**src/verilog/shutdown_map.svh**
```systemverilog
// Constants for the emergency shutdown block.
// Assumes inclusion by the shutdown package and design files.
`ifndef SHUTDOWN_MAP_SVH
`define SHUTDOWN_MAP_SVH
`define ERR_WIDTH 8
`define ERR_RESET 8'h00
`define PARK_TIME_NS 1000
`define CLK_PERIOD_NS 4
`define PARK_CYCLES ((`PARK_TIME_NS + `CLK_PERIOD_NS - 1) / `CLK_PERIOD_NS)
`define PARK_CNT_WIDTH 9
`endif

```
**src/verilog/shutdown_pkg.sv**
```systemverilog
// Types for the emergency shutdown block.
// Assumes the constants header is on the include path.
`include "shutdown_map.svh"
package shutdown_pkg;
	typedef enum logic [1:0] {
		MODE_OFF,
		MODE_OPERATE,
		MODE_STANDBY
	} op_mode_t;
	typedef struct packed {
		logic led_enable;
		logic mirror_park;
		logic mirror_power;
	} drive_t;
	typedef struct packed {
		logic rd_req;
		logic [2:0] rd_index;
	} err_read_t;
endpackage : shutdown_pkg

```
**src/verilog/emergency_shutdown_irq.sv**
```systemverilog
// Emergency shutdown sequencer with error history and host interrupt line.
// Assumes all inputs synchronous to clk_sys; rst is the power-cycle reset.
`timescale 1ns/10ps
`include "shutdown_map.svh"
module emergency_shutdown_irq
	import shutdown_pkg::*;
#(
	parameter int ERR_W = `ERR_WIDTH
) (
	// Clock and reset
	input wire logic clk_sys,
	input wire logic rst,
	// Power and errors
	input wire logic projector_power_request,
	input wire logic [ERR_W-1:0] error_flags,
	// Host command port
	input wire shutdown_pkg::err_read_t host_read,
	output logic host_rd_valid,
	output logic [ERR_W-1:0] host_rd_data,
	// Outputs
	output logic host_irq,
	output shutdown_pkg::drive_t drive,
	output shutdown_pkg::op_mode_t op_mode
);
	import shutdown_pkg::*;

	typedef enum logic [1:0] {
		ST_IDLE,
		ST_RUN,
		ST_PARK,
		ST_DOWN
	} seq_t;

	seq_t state, next_state;
	logic [`PARK_CNT_WIDTH-1:0] park_cnt, next_park_cnt;
	logic [ERR_W-1:0] history, next_history;
	logic next_irq, next_rd_valid;
	logic [ERR_W-1:0] next_rd_data;
	drive_t next_drive;
	op_mode_t next_mode;
	logic err_any;

	assign err_any = |error_flags;

	always_comb begin
		next_state = state;
		next_park_cnt = park_cnt;
		next_history = history;
		next_irq = host_irq;
		next_drive = drive;
		next_mode = op_mode;
		next_rd_valid = 1'b0;
		next_rd_data = host_rd_data;
		case (state)
			ST_IDLE: begin
				if (projector_power_request) begin
					next_state = ST_RUN;
					next_mode = MODE_OPERATE;
					next_drive = '{led_enable: 1'b1, mirror_park: 1'b0, mirror_power: 1'b1};
				end
			end
			ST_RUN: begin
				if (err_any) begin
					next_state = ST_PARK;
					next_drive.led_enable = 1'b0;
					next_drive.mirror_park = 1'b1;
					next_mode = MODE_STANDBY;
					next_irq = 1'b1;
					next_park_cnt = '0;
				end else if (!projector_power_request) begin
					next_state = ST_IDLE;
					next_mode = MODE_OFF;
					next_drive = '0;
				end
			end
			ST_PARK: begin
				if (park_cnt == `PARK_CNT_WIDTH'(`PARK_CYCLES - 1)) begin
					next_state = ST_DOWN;
					next_drive.mirror_power = 1'b0;
				end else begin
					next_park_cnt = park_cnt + `PARK_CNT_WIDTH'(1);
				end
			end
			// Latched until power cycle; request drop is not a way out
			ST_DOWN: next_state = ST_DOWN;
			default: next_state = ST_IDLE;
		endcase
		if (state != ST_IDLE && (state != ST_RUN || err_any))
			next_history = history | error_flags;
		// Single history word, so the read index is not decoded
		// Host readout of history
		if (host_read.rd_req) begin
			next_rd_valid = 1'b1;
			next_rd_data = history;
		end
	end

	always_ff @(posedge clk_sys) begin
		if (rst) begin
			state <= ST_IDLE;
			park_cnt <= '0;
			history <= ERR_W'(`ERR_RESET);
			host_irq <= 1'b0;
			drive <= '0;
			op_mode <= MODE_OFF;
			host_rd_valid <= 1'b0;
			host_rd_data <= '0;
		end else begin
			state <= next_state;
			park_cnt <= next_park_cnt;
			history <= next_history;
			host_irq <= next_irq;
			drive <= next_drive;
			op_mode <= next_mode;
			host_rd_valid <= next_rd_valid;
			host_rd_data <= next_rd_data;
		end
	end

	// Park span counted apart
	// Kept apart from the sequencer counter so a fault there still shows
	localparam logic [`PARK_CNT_WIDTH-1:0] PARK_LAST = `PARK_CNT_WIDTH'(`PARK_CYCLES - 1);
	logic [`PARK_CNT_WIDTH-1:0] park_age, next_park_age;

	always_comb begin
		next_park_age = park_age;
		if (!drive.mirror_park)
			next_park_age = '0;
		else if (drive.mirror_power)
			next_park_age = park_age + `PARK_CNT_WIDTH'(1);
	end

	always_ff @(posedge clk_sys) begin
		if (rst)
			park_age <= '0;
		else
			park_age <= next_park_age;
	end

	// Reset disables all checks but the clear check
	irq_on_error_a: assert property (@(posedge clk_sys) disable iff (rst)
		state == ST_RUN && err_any |=> host_irq && state == ST_PARK)
		else $error("interrupt not raised on error");
	led_off_a: assert property (@(posedge clk_sys) disable iff (rst)
		host_irq |-> !drive.led_enable)
		else $error("leds on during shutdown");
	park_then_off_a: assert property (@(posedge clk_sys) disable iff (rst)
		$rose(drive.mirror_park) |-> drive.mirror_power [*8] ##[1:300] !drive.mirror_power)
		else $error("mirror power sequence wrong");
	standby_mode_a: assert property (@(posedge clk_sys) disable iff (rst)
		host_irq |-> op_mode == MODE_STANDBY)
		else $error("mode not standby");
	history_latch_a: assert property (@(posedge clk_sys) disable iff (rst)
		state == ST_RUN && err_any |=> (history & $past(error_flags)) == $past(error_flags))
		else $error("error not latched");
	irq_high_a: assert property (@(posedge clk_sys) disable iff (rst)
		state == ST_DOWN |-> host_irq)
		else $error("interrupt low in shutdown");
	read_back_a: assert property (@(posedge clk_sys) disable iff (rst)
		host_read.rd_req |=> host_rd_valid && host_rd_data == $past(history))
		else $error("readout mismatch");
	no_escape_a: assert property (@(posedge clk_sys) disable iff (rst)
		state == ST_DOWN |=> state == ST_DOWN)
		else $error("left shutdown without power cycle");
	irq_sticky_a: assert property (@(posedge clk_sys) disable iff (rst)
		host_irq |=> host_irq)
		else $error("interrupt dropped");
	clear_hist_a: assert property (@(posedge clk_sys)
		rst |=> history == '0 && !host_irq)
		else $error("history not cleared");
	park_span_a: assert property (@(posedge clk_sys) disable iff (rst)
		drive.mirror_park && drive.mirror_power && park_age == PARK_LAST |=> !drive.mirror_power)
		else $error("mirror power not dropped after park time");
	park_early_a: assert property (@(posedge clk_sys) disable iff (rst)
		drive.mirror_park && drive.mirror_power && park_age != PARK_LAST |=> drive.mirror_power)
		else $error("mirror power dropped before park time");
	down_dark_a: assert property (@(posedge clk_sys) disable iff (rst)
		state == ST_DOWN |-> drive.mirror_park && !drive.mirror_power && !drive.led_enable)
		else $error("mirror or leds live after shutdown");
	idle_refuse_a: assert property (@(posedge clk_sys) disable iff (rst)
		state == ST_IDLE |=> history == $past(history))
		else $error("error latched while idle");
	late_keep_a: assert property (@(posedge clk_sys) disable iff (rst)
		state == ST_DOWN |=> (history & $past(history)) == $past(history))
		else $error("history lost a bit");
	rd_pulse_a: assert property (@(posedge clk_sys) disable iff (rst)
		!host_read.rd_req |=> !host_rd_valid)
		else $error("read answer without request");
	quiet_before_a: assert property (@(posedge clk_sys) disable iff (rst)
		state == ST_IDLE || state == ST_RUN |-> !host_irq)
		else $error("interrupt high before shutdown");
	run_entry_a: assert property (@(posedge clk_sys) disable iff (rst)
		state == ST_IDLE && projector_power_request |=> state == ST_RUN && op_mode == MODE_OPERATE)
		else $error("no start after power request");

	shutdown_c: cover property (@(posedge clk_sys) disable iff (rst) state == ST_DOWN);
	read_c: cover property (@(posedge clk_sys) disable iff (rst) host_irq && host_rd_valid);
	normal_off_c: cover property (@(posedge clk_sys) disable iff (rst)
		state == ST_RUN ##1 state == ST_IDLE);
	// Refused cases: idle errors, request drop after shutdown
	idle_error_c: cover property (@(posedge clk_sys) disable iff (rst) state == ST_IDLE && err_any);
	drop_ignored_c: cover property (@(posedge clk_sys) disable iff (rst)
		state == ST_DOWN && !projector_power_request);
endmodule : emergency_shutdown_irq

```
**config.mk**
```make
export PLATFORM = sky130hd
export DESIGN_NAME = emergency_shutdown_irq
export DESIGN_NICKNAME = d
export VERILOG_FILES = /design/src/verilog/shutdown_pkg.sv /design/src/verilog/emergency_shutdown_irq.sv
export VERILOG_INCLUDE_DIRS = /design/src /design/src/verilog
export SDC_FILE = /design/constraint.sdc
export NUM_CORES = 1
export LEC_CHECK = 0
export ABC_AREA = 1
export ABC_CLOCK_PERIOD_IN_PS = 2300
export BUFFER_PORTS_ARGS = -buffer_cell sky130_fd_sc_hd__buf_2
export CAP_MARGIN = 0
export CORE_MARGIN = 8
export CORE_UTILIZATION = 50
export CTS_CLUSTER_DIAMETER = 40
export DETAILED_ROUTE_END_ITERATION = 8
export GPL_ROUTABILITY_DRIVEN = 0
export MAX_ROUTING_LAYER = met4
export PLACE_DENSITY = 0.73
export SLEW_MARGIN = 10
export SYNTH_ARGS = -nofsm -noshare
export SYNTH_HDL_FRONTEND = slang
export SYNTH_SLANG_ARGS = --single-unit
```
**constraint.sdc**
```tcl
create_clock -name clk_sys -period 2.3 [get_ports clk_sys]
set_input_delay 0.115 -clock clk_sys [delete_from_list [all_inputs] [get_ports clk_sys]]
set_output_delay 0.115 -clock clk_sys [all_outputs]
set_load 0.005 [all_outputs]
```
-- Yosys cells after proc, flatten, opt, wreduce, memory -nomap -nowiden
Cells that the tools add are included.
- bitwise operators: 1
- mux-type cells: 17
- eq/ne operators: 12
- reduce and logical (&&, ||, !) cells: 13
- add/sub/neg operators: 1
- operator list (cell ; count):
    9-bit 2-to-1 mux ; 2
    9-bit one-hot mux with 2 select lines ; 1
    2-bit inequality test (second input constant) ; 6
    2-bit 2-to-1 mux ; 5
    9-bit by 1-bit adder with 9-bit output (second input constant) ; 1
    9-bit by 8-bit equality test with 1-bit output (second input constant) ; 1
    3-bit AND reduction ; 3
    8-bit bitwise OR ; 1
    2-bit one-hot mux with 2 select lines ; 2
    2-bit one-hot mux with 4 select lines ; 1
    8-bit OR reduction ; 1
    3-bit 2-to-1 mux ; 2
    2-bit nonzero test ; 3
    5-bit AND reduction ; 1
    2-bit equality test (second input constant) ; 2
    1-bit 2-to-1 mux ; 3
    3-bit inequality test (second input constant) ; 1
    1-bit one-hot mux with 3 select lines ; 1
    3-bit nonzero test ; 1
    2-bit by 1-bit equality test with 1-bit output (second input constant) ; 1
    2-bit zero test ; 1
    2-bit by 1-bit inequality test with 1-bit output (second input constant) ; 1
    2-bit AND reduction ; 1
    1-bit logical AND ; 1
    1-bit logical OR ; 1
- logic and storage cells: 54
- register bits: 34
- bits of input ports: 15
- output and inout bits: 15

-- Longest topological paths before layout
Gate-level depths: netlist of run 1.
- word-level depth: 3
- mapped depth: 11

-- Least setup slack after synthesis of run 1
OpenSTA, ideal clock, no wires.
- path type: register -> register
- start point: reg state[0]
- end point: reg drive[0] (netlist name)
- setup time: 0.113 ns
- arrival: 1.354 ns
- clock period less this slack: 1.466 ns
- cell stages (with the launch flop): 12
- path slack: 0.834 ns
- required time: 2.187 ns
- cells stage by stage: dfxtp_1 inv_1 ha_1 inv_2 or2_1 nand2_1 nor2_1 nand2_1 nor2_1 nand2_1 nand2_1 nor2_1
- cells in the longest elaborated chain, start to end: 3
- elaborated cells between the ends (all ways): 10
- classes of those cells: eq/ne: 6; mux: 1; reduce/logical: 3
- RTL lines (item ; RTL line ; RTL):
    start, declared ; emergency_shutdown_irq.sv:34 ; seq_t state, next_state;
    start signal, assigned ; emergency_shutdown_irq.sv:109 ; state <= next_state;
    2-bit equality test, or another cell as far along ; emergency_shutdown_irq.sv:54 ; case (state)
    2-bit inequality test (no source line) / 3-bit nonzero test (equally long branches) ; - ;
    5-bit AND reduction (no source line) ; - ;
    end signal, assigned ; emergency_shutdown_irq.sv:113 ; drive <= next_drive;
    end, declared ; emergency_shutdown_irq.sv:22 ; output shutdown_pkg::drive_t drive,
Several ways; a longest one is shown, not always the timed one.
A chain may end at the register's enable or synchronous reset.

-- Worst setup path after layout of run 1
Ends and elaborated chain as after synthesis.

==> results.md, run 1 <==
Run status:
- The flow ran to the end, and the final reports show no timing, DRC or antenna violations.

Drt:
- After the first detailed-routing iteration, the DRC count stood at 83.
- The count of nets left with antenna violations once routing finished came out at 0.
- For this block, the routed nets add up to 3480 microns of wire.
- After detailed routing, the average wire length per cell comes to 11.9 microns.
- The vias after detailed routing is 1427.
- The total DRC errors in the routed layout is 0.
- Dividing the detail-routed via count by the number of cells gives 4.89.
- The detailed-router iteration count before antenna repair is 4.

Synth:
- After synthesis, the mean cell area works out to 7.24 sq um.
- Of the synthesized area, sequential elements account for 40.1%.
- After synthesis, the share of flip-flops with an asynchronous set or reset is 0%.
- Yosys mapped the design onto 23 distinct sky130hd cell types.
- Yosys mapped a number of flops with a built-in enable equal to 0.
- Yosys printed 0 warnings.
- The post-synth net total is 244.
- Summed over its instances, the top area cell type makes up 40.1% of the synthesized netlist area.
- The prevailing post-synth register cell is sky130_fd_sc_hd__dfxtp_1.
- Synthesis produced a netlist whose cell count is 221.
- Counting instances in the post-synthesis netlist gives the leading cell types as 40 x sky130_fd_sc_hd__nand2_1, 32 x sky130_fd_sc_hd__dfxtp_1, 30 x sky130_fd_sc_hd__nor2_1.
- sky130_fd_sc_hd__dfxtp_1 takes more of the synthesized area than any other cell.
- Counting flops and latches in the post-synthesis netlist gives 32.
- The most frequently used cell type in the post-synthesis netlist is sky130_fd_sc_hd__nand2_1.
- Ranked by total cell area, the synthesized netlist is headed by sky130_fd_sc_hd__dfxtp_1 40%, sky130_fd_sc_hd__nand2_1 9.4%, sky130_fd_sc_hd__a21oi_1 7.5%.
- In this run the cell area of the synthesized design comes to 1600 sq um.

Cells and area:
- The final non-filler cell area is 1820 sq um.
- The relative area change from synthesis to final layout is 13.6%.
- The repair_antennas step left the layout with diodes totalling 0.
- The share of post-route cells with drive strength above 1 is 20.2%.
- The number of non-filler instances in the completed layout is 292.
- The multi-input logic area is 813 sq um.
- The number of nets in the layout is 270.
- The sequential cells in the finished layout cover a total of 641 sq um.
- After filler insertion, the fill cell instance count of the layout stands at 298.

STA:
- Headroom to the max-slew limit came out at 64.6%.
- Setup repair after global routing left no endpoint under its margin.
- The share of the cycle needed by the critical path after routing is 73.4%.
- Between clock sinks in the finished design, the worst skew comes to 0.00910 ns.
- The final critical path time including I/O delays and setup is 1.69 ns.
- The number of failing hold endpoints at the final stage was 0.
- The slack of the critical path is 0.612 ns.
- Setup violations remaining at the end of the flow were counted as 0.
- At the pin with the least slew margin, the transition time is 0.530 ns.
- The fmax is 592 MHz.
- The final max-slew violation count came to 0.
- Setup total negative slack on the finished layout was measured at 0 ns.

Setup path:
- For flop-to-flop paths, the worst setup slack is 0.61 ns.
- The worst setup path is of the flip-flop to flip-flop kind.
- The kind of end point of the critical path is a flip-flop.
- Tracing the worst setup path back leads to its startpoint at state[0].
- The worst register-to-register path begins at state[0].
- The worst path required time is 2.54 ns.
- The worst setup path is launched from a flip-flop.
- Measured in cells, the most critical reg-to-reg path has a length of 11.
- At the worst endpoint, the arrival time is 1.93 ns.
- Along the worst path, the maximum fanout reaches 10.

Placed design:
- Input and output buffers added on the ports amount to 26.
- The placed cell count is 284.
- OpenSTA, run right after detailed placement, puts the worst setup slack at 0.631 ns.
- In this run the cell area measured after placement is 1740 sq um.
- Detailed placement finished with a half-perimeter wire length of 2490 microns.

CTS:
- The clock drives 32 sinks.
- The tree is rooted in a sky130_fd_sc_hd__clkbuf_4.
- In this run the post-CTS setup repair buffer count came out at 0.
- The hold buffer count at cts is 0.
- The H-tree was split into 2 levels.
- The total clock buffers created by CTS is 5.
- The CTS tree is built.
- The largest buffer count on any clock path is 2.
- Gates resized during post-CTS repair numbered 0.
- Clock latency on the worst-skew pair, taken at its later pin, is 0.34 ns.
- The CTS clock-pin slew for the worst setup and hold paths is 0.10 ns.

Global routing:
- The wire length of the first global-routing pass is 6040 microns.
- The number of global-route vias before repair is 1358.
- The met3 demand-to-capacity share in global routing is 5.51%.
- For met2 alone, demand over resource in global routing was 21.2%.
- The global router's overall resource usage is 14.9%.
- In this run the most used layer during global routing was met2.
- For met1 alone, demand over resource in global routing was 18.3%.
- The sum of overflow across all layers after global routing is 0.
- Entering global routing, the biggest net connects 18 pins.
- The initial antenna violation count was 0.

Run:
- The max-cap violation count is 0.

Pwr:
- The maximum vdd ir drop is 0.558 mV.
- The leakage power of the design is 0.832 nW.
- The power density over cell area is 1010 nW/um^2.

Floorplan:
- The I/O pin count is 30.
- The floorplan has 20 rows.
- The starting utilization of the core area is 52.4%.
- The chip height is 72.6 microns.
- The die covers 5260 sq um.
- The die is 72.6 microns wide.
- The area of the core is 3050 sq um.

Hold path:
- In this run the most critical hold path is launched from error_flags[2].
- The instance count along the most critical hold path is 3.
- The path category of the worst min-delay check is input pin to flip-flop.
==> logic make-up (layout without fill, tap and decap cells) <==
logic type / Yosys count / after routing / synth area share [%]
flops: 32 / 32 / 40.1
compound gates: 42 / 42 / 14.1
buf+inv: 34 / 61 / 9.08
fa+ha+maj: 8 / 8 / 6.26
simple gates: 105 / 105 / 30.5
==> worst max-delay path: stages (launching register included) <==
cell                      delay, ns
sky130_fd_sc_hd__dfxtp_1       0.41
sky130_fd_sc_hd__inv_1         0.11
sky130_fd_sc_hd__ha_1          0.23
sky130_fd_sc_hd__inv_2         0.15
sky130_fd_sc_hd__or2_1         0.14
sky130_fd_sc_hd__nand2_1       0.09
sky130_fd_sc_hd__nor2_1        0.10
sky130_fd_sc_hd__nand2_1       0.06
sky130_fd_sc_hd__nor2_1        0.12
sky130_fd_sc_hd__nand2_1       0.07
sky130_fd_sc_hd__nand2_1       0.06
sky130_fd_sc_hd__nor2_1        0.05
==> state kept, by name (all words and copies together) (netlist names) <==
name,count
host_irq,1
state,2
history,8
host_rd_valid,1
op_mode,1
park_cnt,9
host_rd_data,8
drive,2
==> power breakdown <==
group          leakage [nW]  total [W]  internal (W)  switching, W
Sequential            0.263   0.000726      0.000664     0.0000620
Combinational         0.527   0.000685      0.000249      0.000436
Clock                0.0422   0.000426      0.000228      0.000198
==> routing by layer <==
| layer | up-vias | share of wire (%) |
|---|---|---|
| li1 | 756 | - |
| met1 | 633 | 49 |
| met2 | 30 | 44 |
| met3 | 8 | 5.0 |
| met4 | 0 | 2.1 |
| met5 | - | 0 |
==> final cells by class <==
| cell class | instances | share of cell area (%) |
|---|---|---|
| Tap cell | 44 | 3.03 |
| Timing Repair Buffer | 26 | 7.16 |
| Inverter | 27 | 5.58 |
| Clock inverter | 2 | 1.93 |
| Sequential cell | 32 | 35.3 |
| Clock buffer | 6 | 2.27 |
| Multi-Input combinational cell | 155 | 44.8 |
==> worst paths after layout <==
path,end
worst max-delay path,drive[0]
worst min-delay path,history[2]
worst max register to register,drive[0]
worst min register to register,host_rd_data[7]
==> stage by stage <==
step | hold slack, ns | total power [W] | util [%]
after detailed placement | 0.407 | 0.00142 | 57.0
after CTS | 0.0321 | 0.00185 | 59.5
after global placement | 0.405 | 0.00141 | 57.0
after floorplan | 0.275 | 0.00126 | -
final | 0.0399 | 0.00184 | 59.5
after global routing | 0.0141 | 0.00200 | 59.5
==> placed cells by master, fill, tap and decap left out <==
cell                        count
sky130_fd_sc_hd__buf_2         26
sky130_fd_sc_hd__nand2_8        1
sky130_fd_sc_hd__a21oi_1       24
sky130_fd_sc_hd__nand2_1       40
sky130_fd_sc_hd__nand3_1       21
sky130_fd_sc_hd__inv_1         24
sky130_fd_sc_hd__nor2_2         2
sky130_fd_sc_hd__dfxtp_1       32
sky130_fd_sc_hd__nor3_1         1
sky130_fd_sc_hd__nand4_1        2
sky130_fd_sc_hd__nor2_1        30
sky130_fd_sc_hd__nor2_4         1
sky130_fd_sc_hd__o21ai_0        9
sky130_fd_sc_hd__nand2_2        3
sky130_fd_sc_hd__inv_2          3
sky130_fd_sc_hd__ha_1           8
sky130_fd_sc_hd__nand2_4        3
sky130_fd_sc_hd__or2_1          1
sky130_fd_sc_hd__o21ai_1        5
sky130_fd_sc_hd__clkinv_2       1
sky130_fd_sc_hd__clkbuf_4       5
sky130_fd_sc_hd__bufinv_16      1
sky130_fd_sc_hd__clkbuf_1       1
sky130_fd_sc_hd__a21oi_2        4
No activity file was read; power rests on OpenSTA's default activity.
==> inputs of run 2 (changes only) <==
Settings changed: ABC_AREA 1 to 0, ABC_CLOCK_PERIOD_IN_PS 2300 to 1450, CORE_UTILIZATION 50 to 48, PLACE_DENSITY 0.73 to 0.74.
Clock period 2.3 ns to 1.45 ns, I/O delays scaled along.
==> run 2 against run 1 <==
  * The run now ends with negative setup slack left
  * Flip-flop and latch count is the same
  * Combinational power shrank 37%
  * Core utilization increased by 9.8 points
==> results.md, run 2 <==
CTS:
- For this design, the sink count on the clock tree is 32.
- The H-tree generated during clock tree synthesis spans 2 levels.
- TritonCTS built the clock tree.
- The library cell used as clock root buffer is sky130_fd_sc_hd__clkbuf_4.
- Clock-pin slew was measured on the worst setup and hold paths at 0.10 ns.
- Counting along the longest clock path gives a buffer depth of 2.
- The later pin in the worst-skew pair is clocked with a latency of 0.34 ns.
- The total clock buffers created by CTS is 5.

Drt:
- The total DRC errors in the routed layout is 0.
- The detailed router finished its first iteration with 89 violations.
- The detail route stage leaves a number of antenna-violating nets equal to 0.
- The ratio of routed vias to standard cells is 5.44.
- For this run, the detailed router's first-pass iteration total came to 4.
- The vias after detailed routing is 1468.
- In the final routed layout, each cell accounts on average for 14.6 microns.
- For this block, the routed nets add up to 3940 microns of wire.

Pwr:
- The switching power share of the total is 27.2%.
- The maximum vdd ir drop is 0.707 mV.
- The fraction of power consumed by sequential logic is 47.0%.
- The switching component of the power is 0.000564 W.
- The overall power consumption is 0.00207 W.
- The power density over cell area is 989 nW/um^2.
- The leakage power of the design is 0.863 nW.
- The clock network is responsible for 32.2% of the overall power.
- Combinational logic burns 20.7% of the power.
- Cell internal power was estimated by the tool at 0.00151 W.

Cells and area:
- Counting flops per register, the top entry is park_cnt.
- The most common cell after layout, fill and taps aside is sky130_fd_sc_hd__dfxtp_1.
- The area growth from synthesis to layout is 38.3%.
- At the end of the flow, the number of nets in the layout was 248.
- The library cells used most frequently in the layout, excluding fill and tap cells, are 27 x sky130_fd_sc_hd__dfxtp_1, 26 x sky130_fd_sc_hd__nor2_1, 26 x sky130_fd_sc_hd__buf_2.
- Of the cells placed in the final design, the portion with a size suffix greater than 1 is 38.5%.
- The final non-filler cell area is 2100 sq um.
- 0 antenna diodes ended up in the layout.
- Once layout is complete, the utilization of the core stands at 69.3%.
- The number of flip-flops under the largest register name is 9.
- The largest registers in the layout are park_cnt x9, history x8, host_rd_data x8.

Synth:
- After synthesis, the netlist uses 36 different library cells.
- By area the synthesized netlist is led by sky130_fd_sc_hd__dfxtp_1 42%, sky130_fd_sc_hd__ha_1 6.6%, sky130_fd_sc_hd__nor2_1 6.4%.
- The warning count from the yosys run is 0.
- In this run the cell area of the synthesized design comes to 1520 sq um.
- After synthesis, the largest area contributor takes up 42.2% of total cell area.
- The largest total area in the synthesized netlist belongs to sky130_fd_sc_hd__dfxtp_1.
- sky130_fd_sc_hd__dfxtp_1 is the most common cell in the netlist.
- Synthesis inferred 32 register bits.
- For this run, the leading register cell type out of synthesis is sky130_fd_sc_hd__dfxtp_1.
- Counting instances in the post-synthesis netlist gives the leading cell types as 32 x sky130_fd_sc_hd__dfxtp_1, 26 x sky130_fd_sc_hd__nor2_1, 18 x sky130_fd_sc_hd__a21oi_1.
- The post-synth net total is 195.
- The cell count after synthesis is 172.
- In the synthesized netlist the async set-or-reset flop fraction comes to 0%.
- The number of synthesized flops with an enable pin is 0.
- Dividing the synthesized area by the synthesized cell count gives 8.82 sq um.
- The sequential area share after synthesis is 42.2%.

STA:
- The final max-slew violation count is 0.
- At the pin with the least slew margin, the transition time is 0.388 ns.
- Setup repair after global routing could not meet its margin everywhere.
- The final critical path time including I/O delays and setup is 1.48 ns.
- Measured against its own limit, the worst slew margin works out to 73.9%.
- The share of the cycle needed by the critical path after routing is 102%.
- The worst clock skew is 0.00739 ns.
- The final number of setup-violating endpoints is 1.
- Across all setup checks in the final design, the least slack found is -0.0291 ns.
- The number of failing hold endpoints at the final stage is 0.
- The fmax is 676 MHz.

Setup path:
- The worst register-to-register path has a setup slack of -0.03 ns.
- The arrival time of the worst setup path is 1.72 ns.
- The setup path with the least slack is of type flip-flop to flip-flop.
- The startpoint of the lowest-slack register-to-register path is state[1].
- The worst path required time is 1.69 ns.
- Tracing the worst setup path back leads to its startpoint at state[1].
- STA classifies the critical path endpoint as a flip-flop.
- Of all nets on the critical path, the largest fanout is 7.
- The worst setup path is launched from a flip-flop.

Floorplan:
- The full die area is 5220 sq um.
- The width of the chip is 72.2 microns.
- The initial utilization of the core area, before any placement, comes to 50.1%.
- Measured along the y axis, the die boundary spans 72.2 microns.
- Row generation in the floorplan step produced 20 rows.
- The I/O pin count is 30.
- The area of the core is 3030 sq um.

Global routing:
- The global router's overall resource usage is 16.4%.
- The initial antenna violation count is 0.
- The number of global-route vias before repair came to 1491.
- Entering global routing, the biggest net connects 19 pins.
- The first global-routing pass estimated 6540 microns of wire.
- Summed over all layers, the global routing overflow is 0.

Run status:
- The flow ran to the end, but the final reports show violations.
- The final reports fail on negative setup slack.

Run:
- The max-cap violation count is 0.

Hold path:
- The worst hold path begins at error_flags[7].
- The path category of the worst min-delay check is input pin to flip-flop.

Placed design:
- The total half-perimeter wirelength after legalization and detailed placement is 2670 microns.
- The count of buffers added on input and output ports is 26.
- After detailed placement, the total cell area comes to 1870 sq um.
-- run 2: kinds of logic after synthesis --
logic type      synth area share, %
fa+ha+maj                      6.60
simple gates                   21.4
compound gates                 19.5
flops                          42.2
mux                            6.02
buf+inv                        4.29
-- run 2: critical path: stages (launching register included) --
cell and delay, ns:
sky130_fd_sc_hd__dfxtp_4 0.37, sky130_fd_sc_hd__buf_4 0.13, sky130_fd_sc_hd__ha_4 0.18, sky130_fd_sc_hd__nand2b_1 0.06
sky130_fd_sc_hd__a21o_1 0.16, sky130_fd_sc_hd__a21oi_2 0.17, sky130_fd_sc_hd__mux2_4 0.31
-- run 2: per-layer routing --
metal | share of wire, % | routed length (microns) | global-route usage (%) | vias to the layer above
met5 | 0 | 0 | - | -
met4 | 1.2 | 46 | 8.84 | 0
met3 | 4.1 | 163 | 3.58 | 5
met2 | 51 | 2000 | 26.9 | 34
met1 | 44 | 1720 | 18.2 | 705
li1 | - | - | - | 724
-- run 2: per-stage QoR --
stage	hold slack (ns)	setup TNS [ns]	std cells	worst slack, ns
final	0.0203	-0.0291	270	-0.0291
after global routing	0.0164	-0.525	270	-0.0768
after CTS	0.00880	0	270	0.000177
after detailed placement	0.356	-0.648	255	-0.106
after global placement	0.343	-0.117	255	-0.0535
after floorplan	0.144	-0.00944	172	-0.00944
-- run 2: final cells by class --
| type | count | area (sq um) |
|---|---|---|
| tap | 44 | 55.1 |
| fill | 247 | 930 |
| clock inverter | 2 | 35.0 |
| sequential | 32 | 652 |
| multi-input combinational | 125 | 925 |
| clock buffer | 6 | 41.3 |
| timing repair buffer | 55 | 363 |
| inverter | 6 | 27.5 |
-- run 2: power by group through the flow --
stage / logic (W) / clock network, W / registers, W
3_5_place_dp: 0.000369 / 0 / 0.000997
3_3_place_gp: 0.000357 / 0 / 0.000993
5_1_grt: 0.000472 / 0.000725 / 0.000984
2_1_floorplan: 0.000234 / 0 / 0.000994
6_report: 0.000430 / 0.000668 / 0.000976
4_1_cts: 0.000417 / 0.000684 / 0.000976
-- run 2: worst paths after layout --
| check | endpoint | cells after the start |
|---|---|---|
| setup / recovery | drive[0] | 6 |
| hold / removal | history[7] | 3 |
| setup reg to reg | drive[0] | 6 |
| hold reg to reg | host_irq | 2 |
-- run 2: what timing repair did --
action	in CTS	in global routing
hold buffers	3	0
gates resized for setup	11	12
gates cloned	0	0
endpoints found under the hold margin	3	0
setup buffers	4	0
endpoints found under the setup margin	13	12
pin swaps	5	4
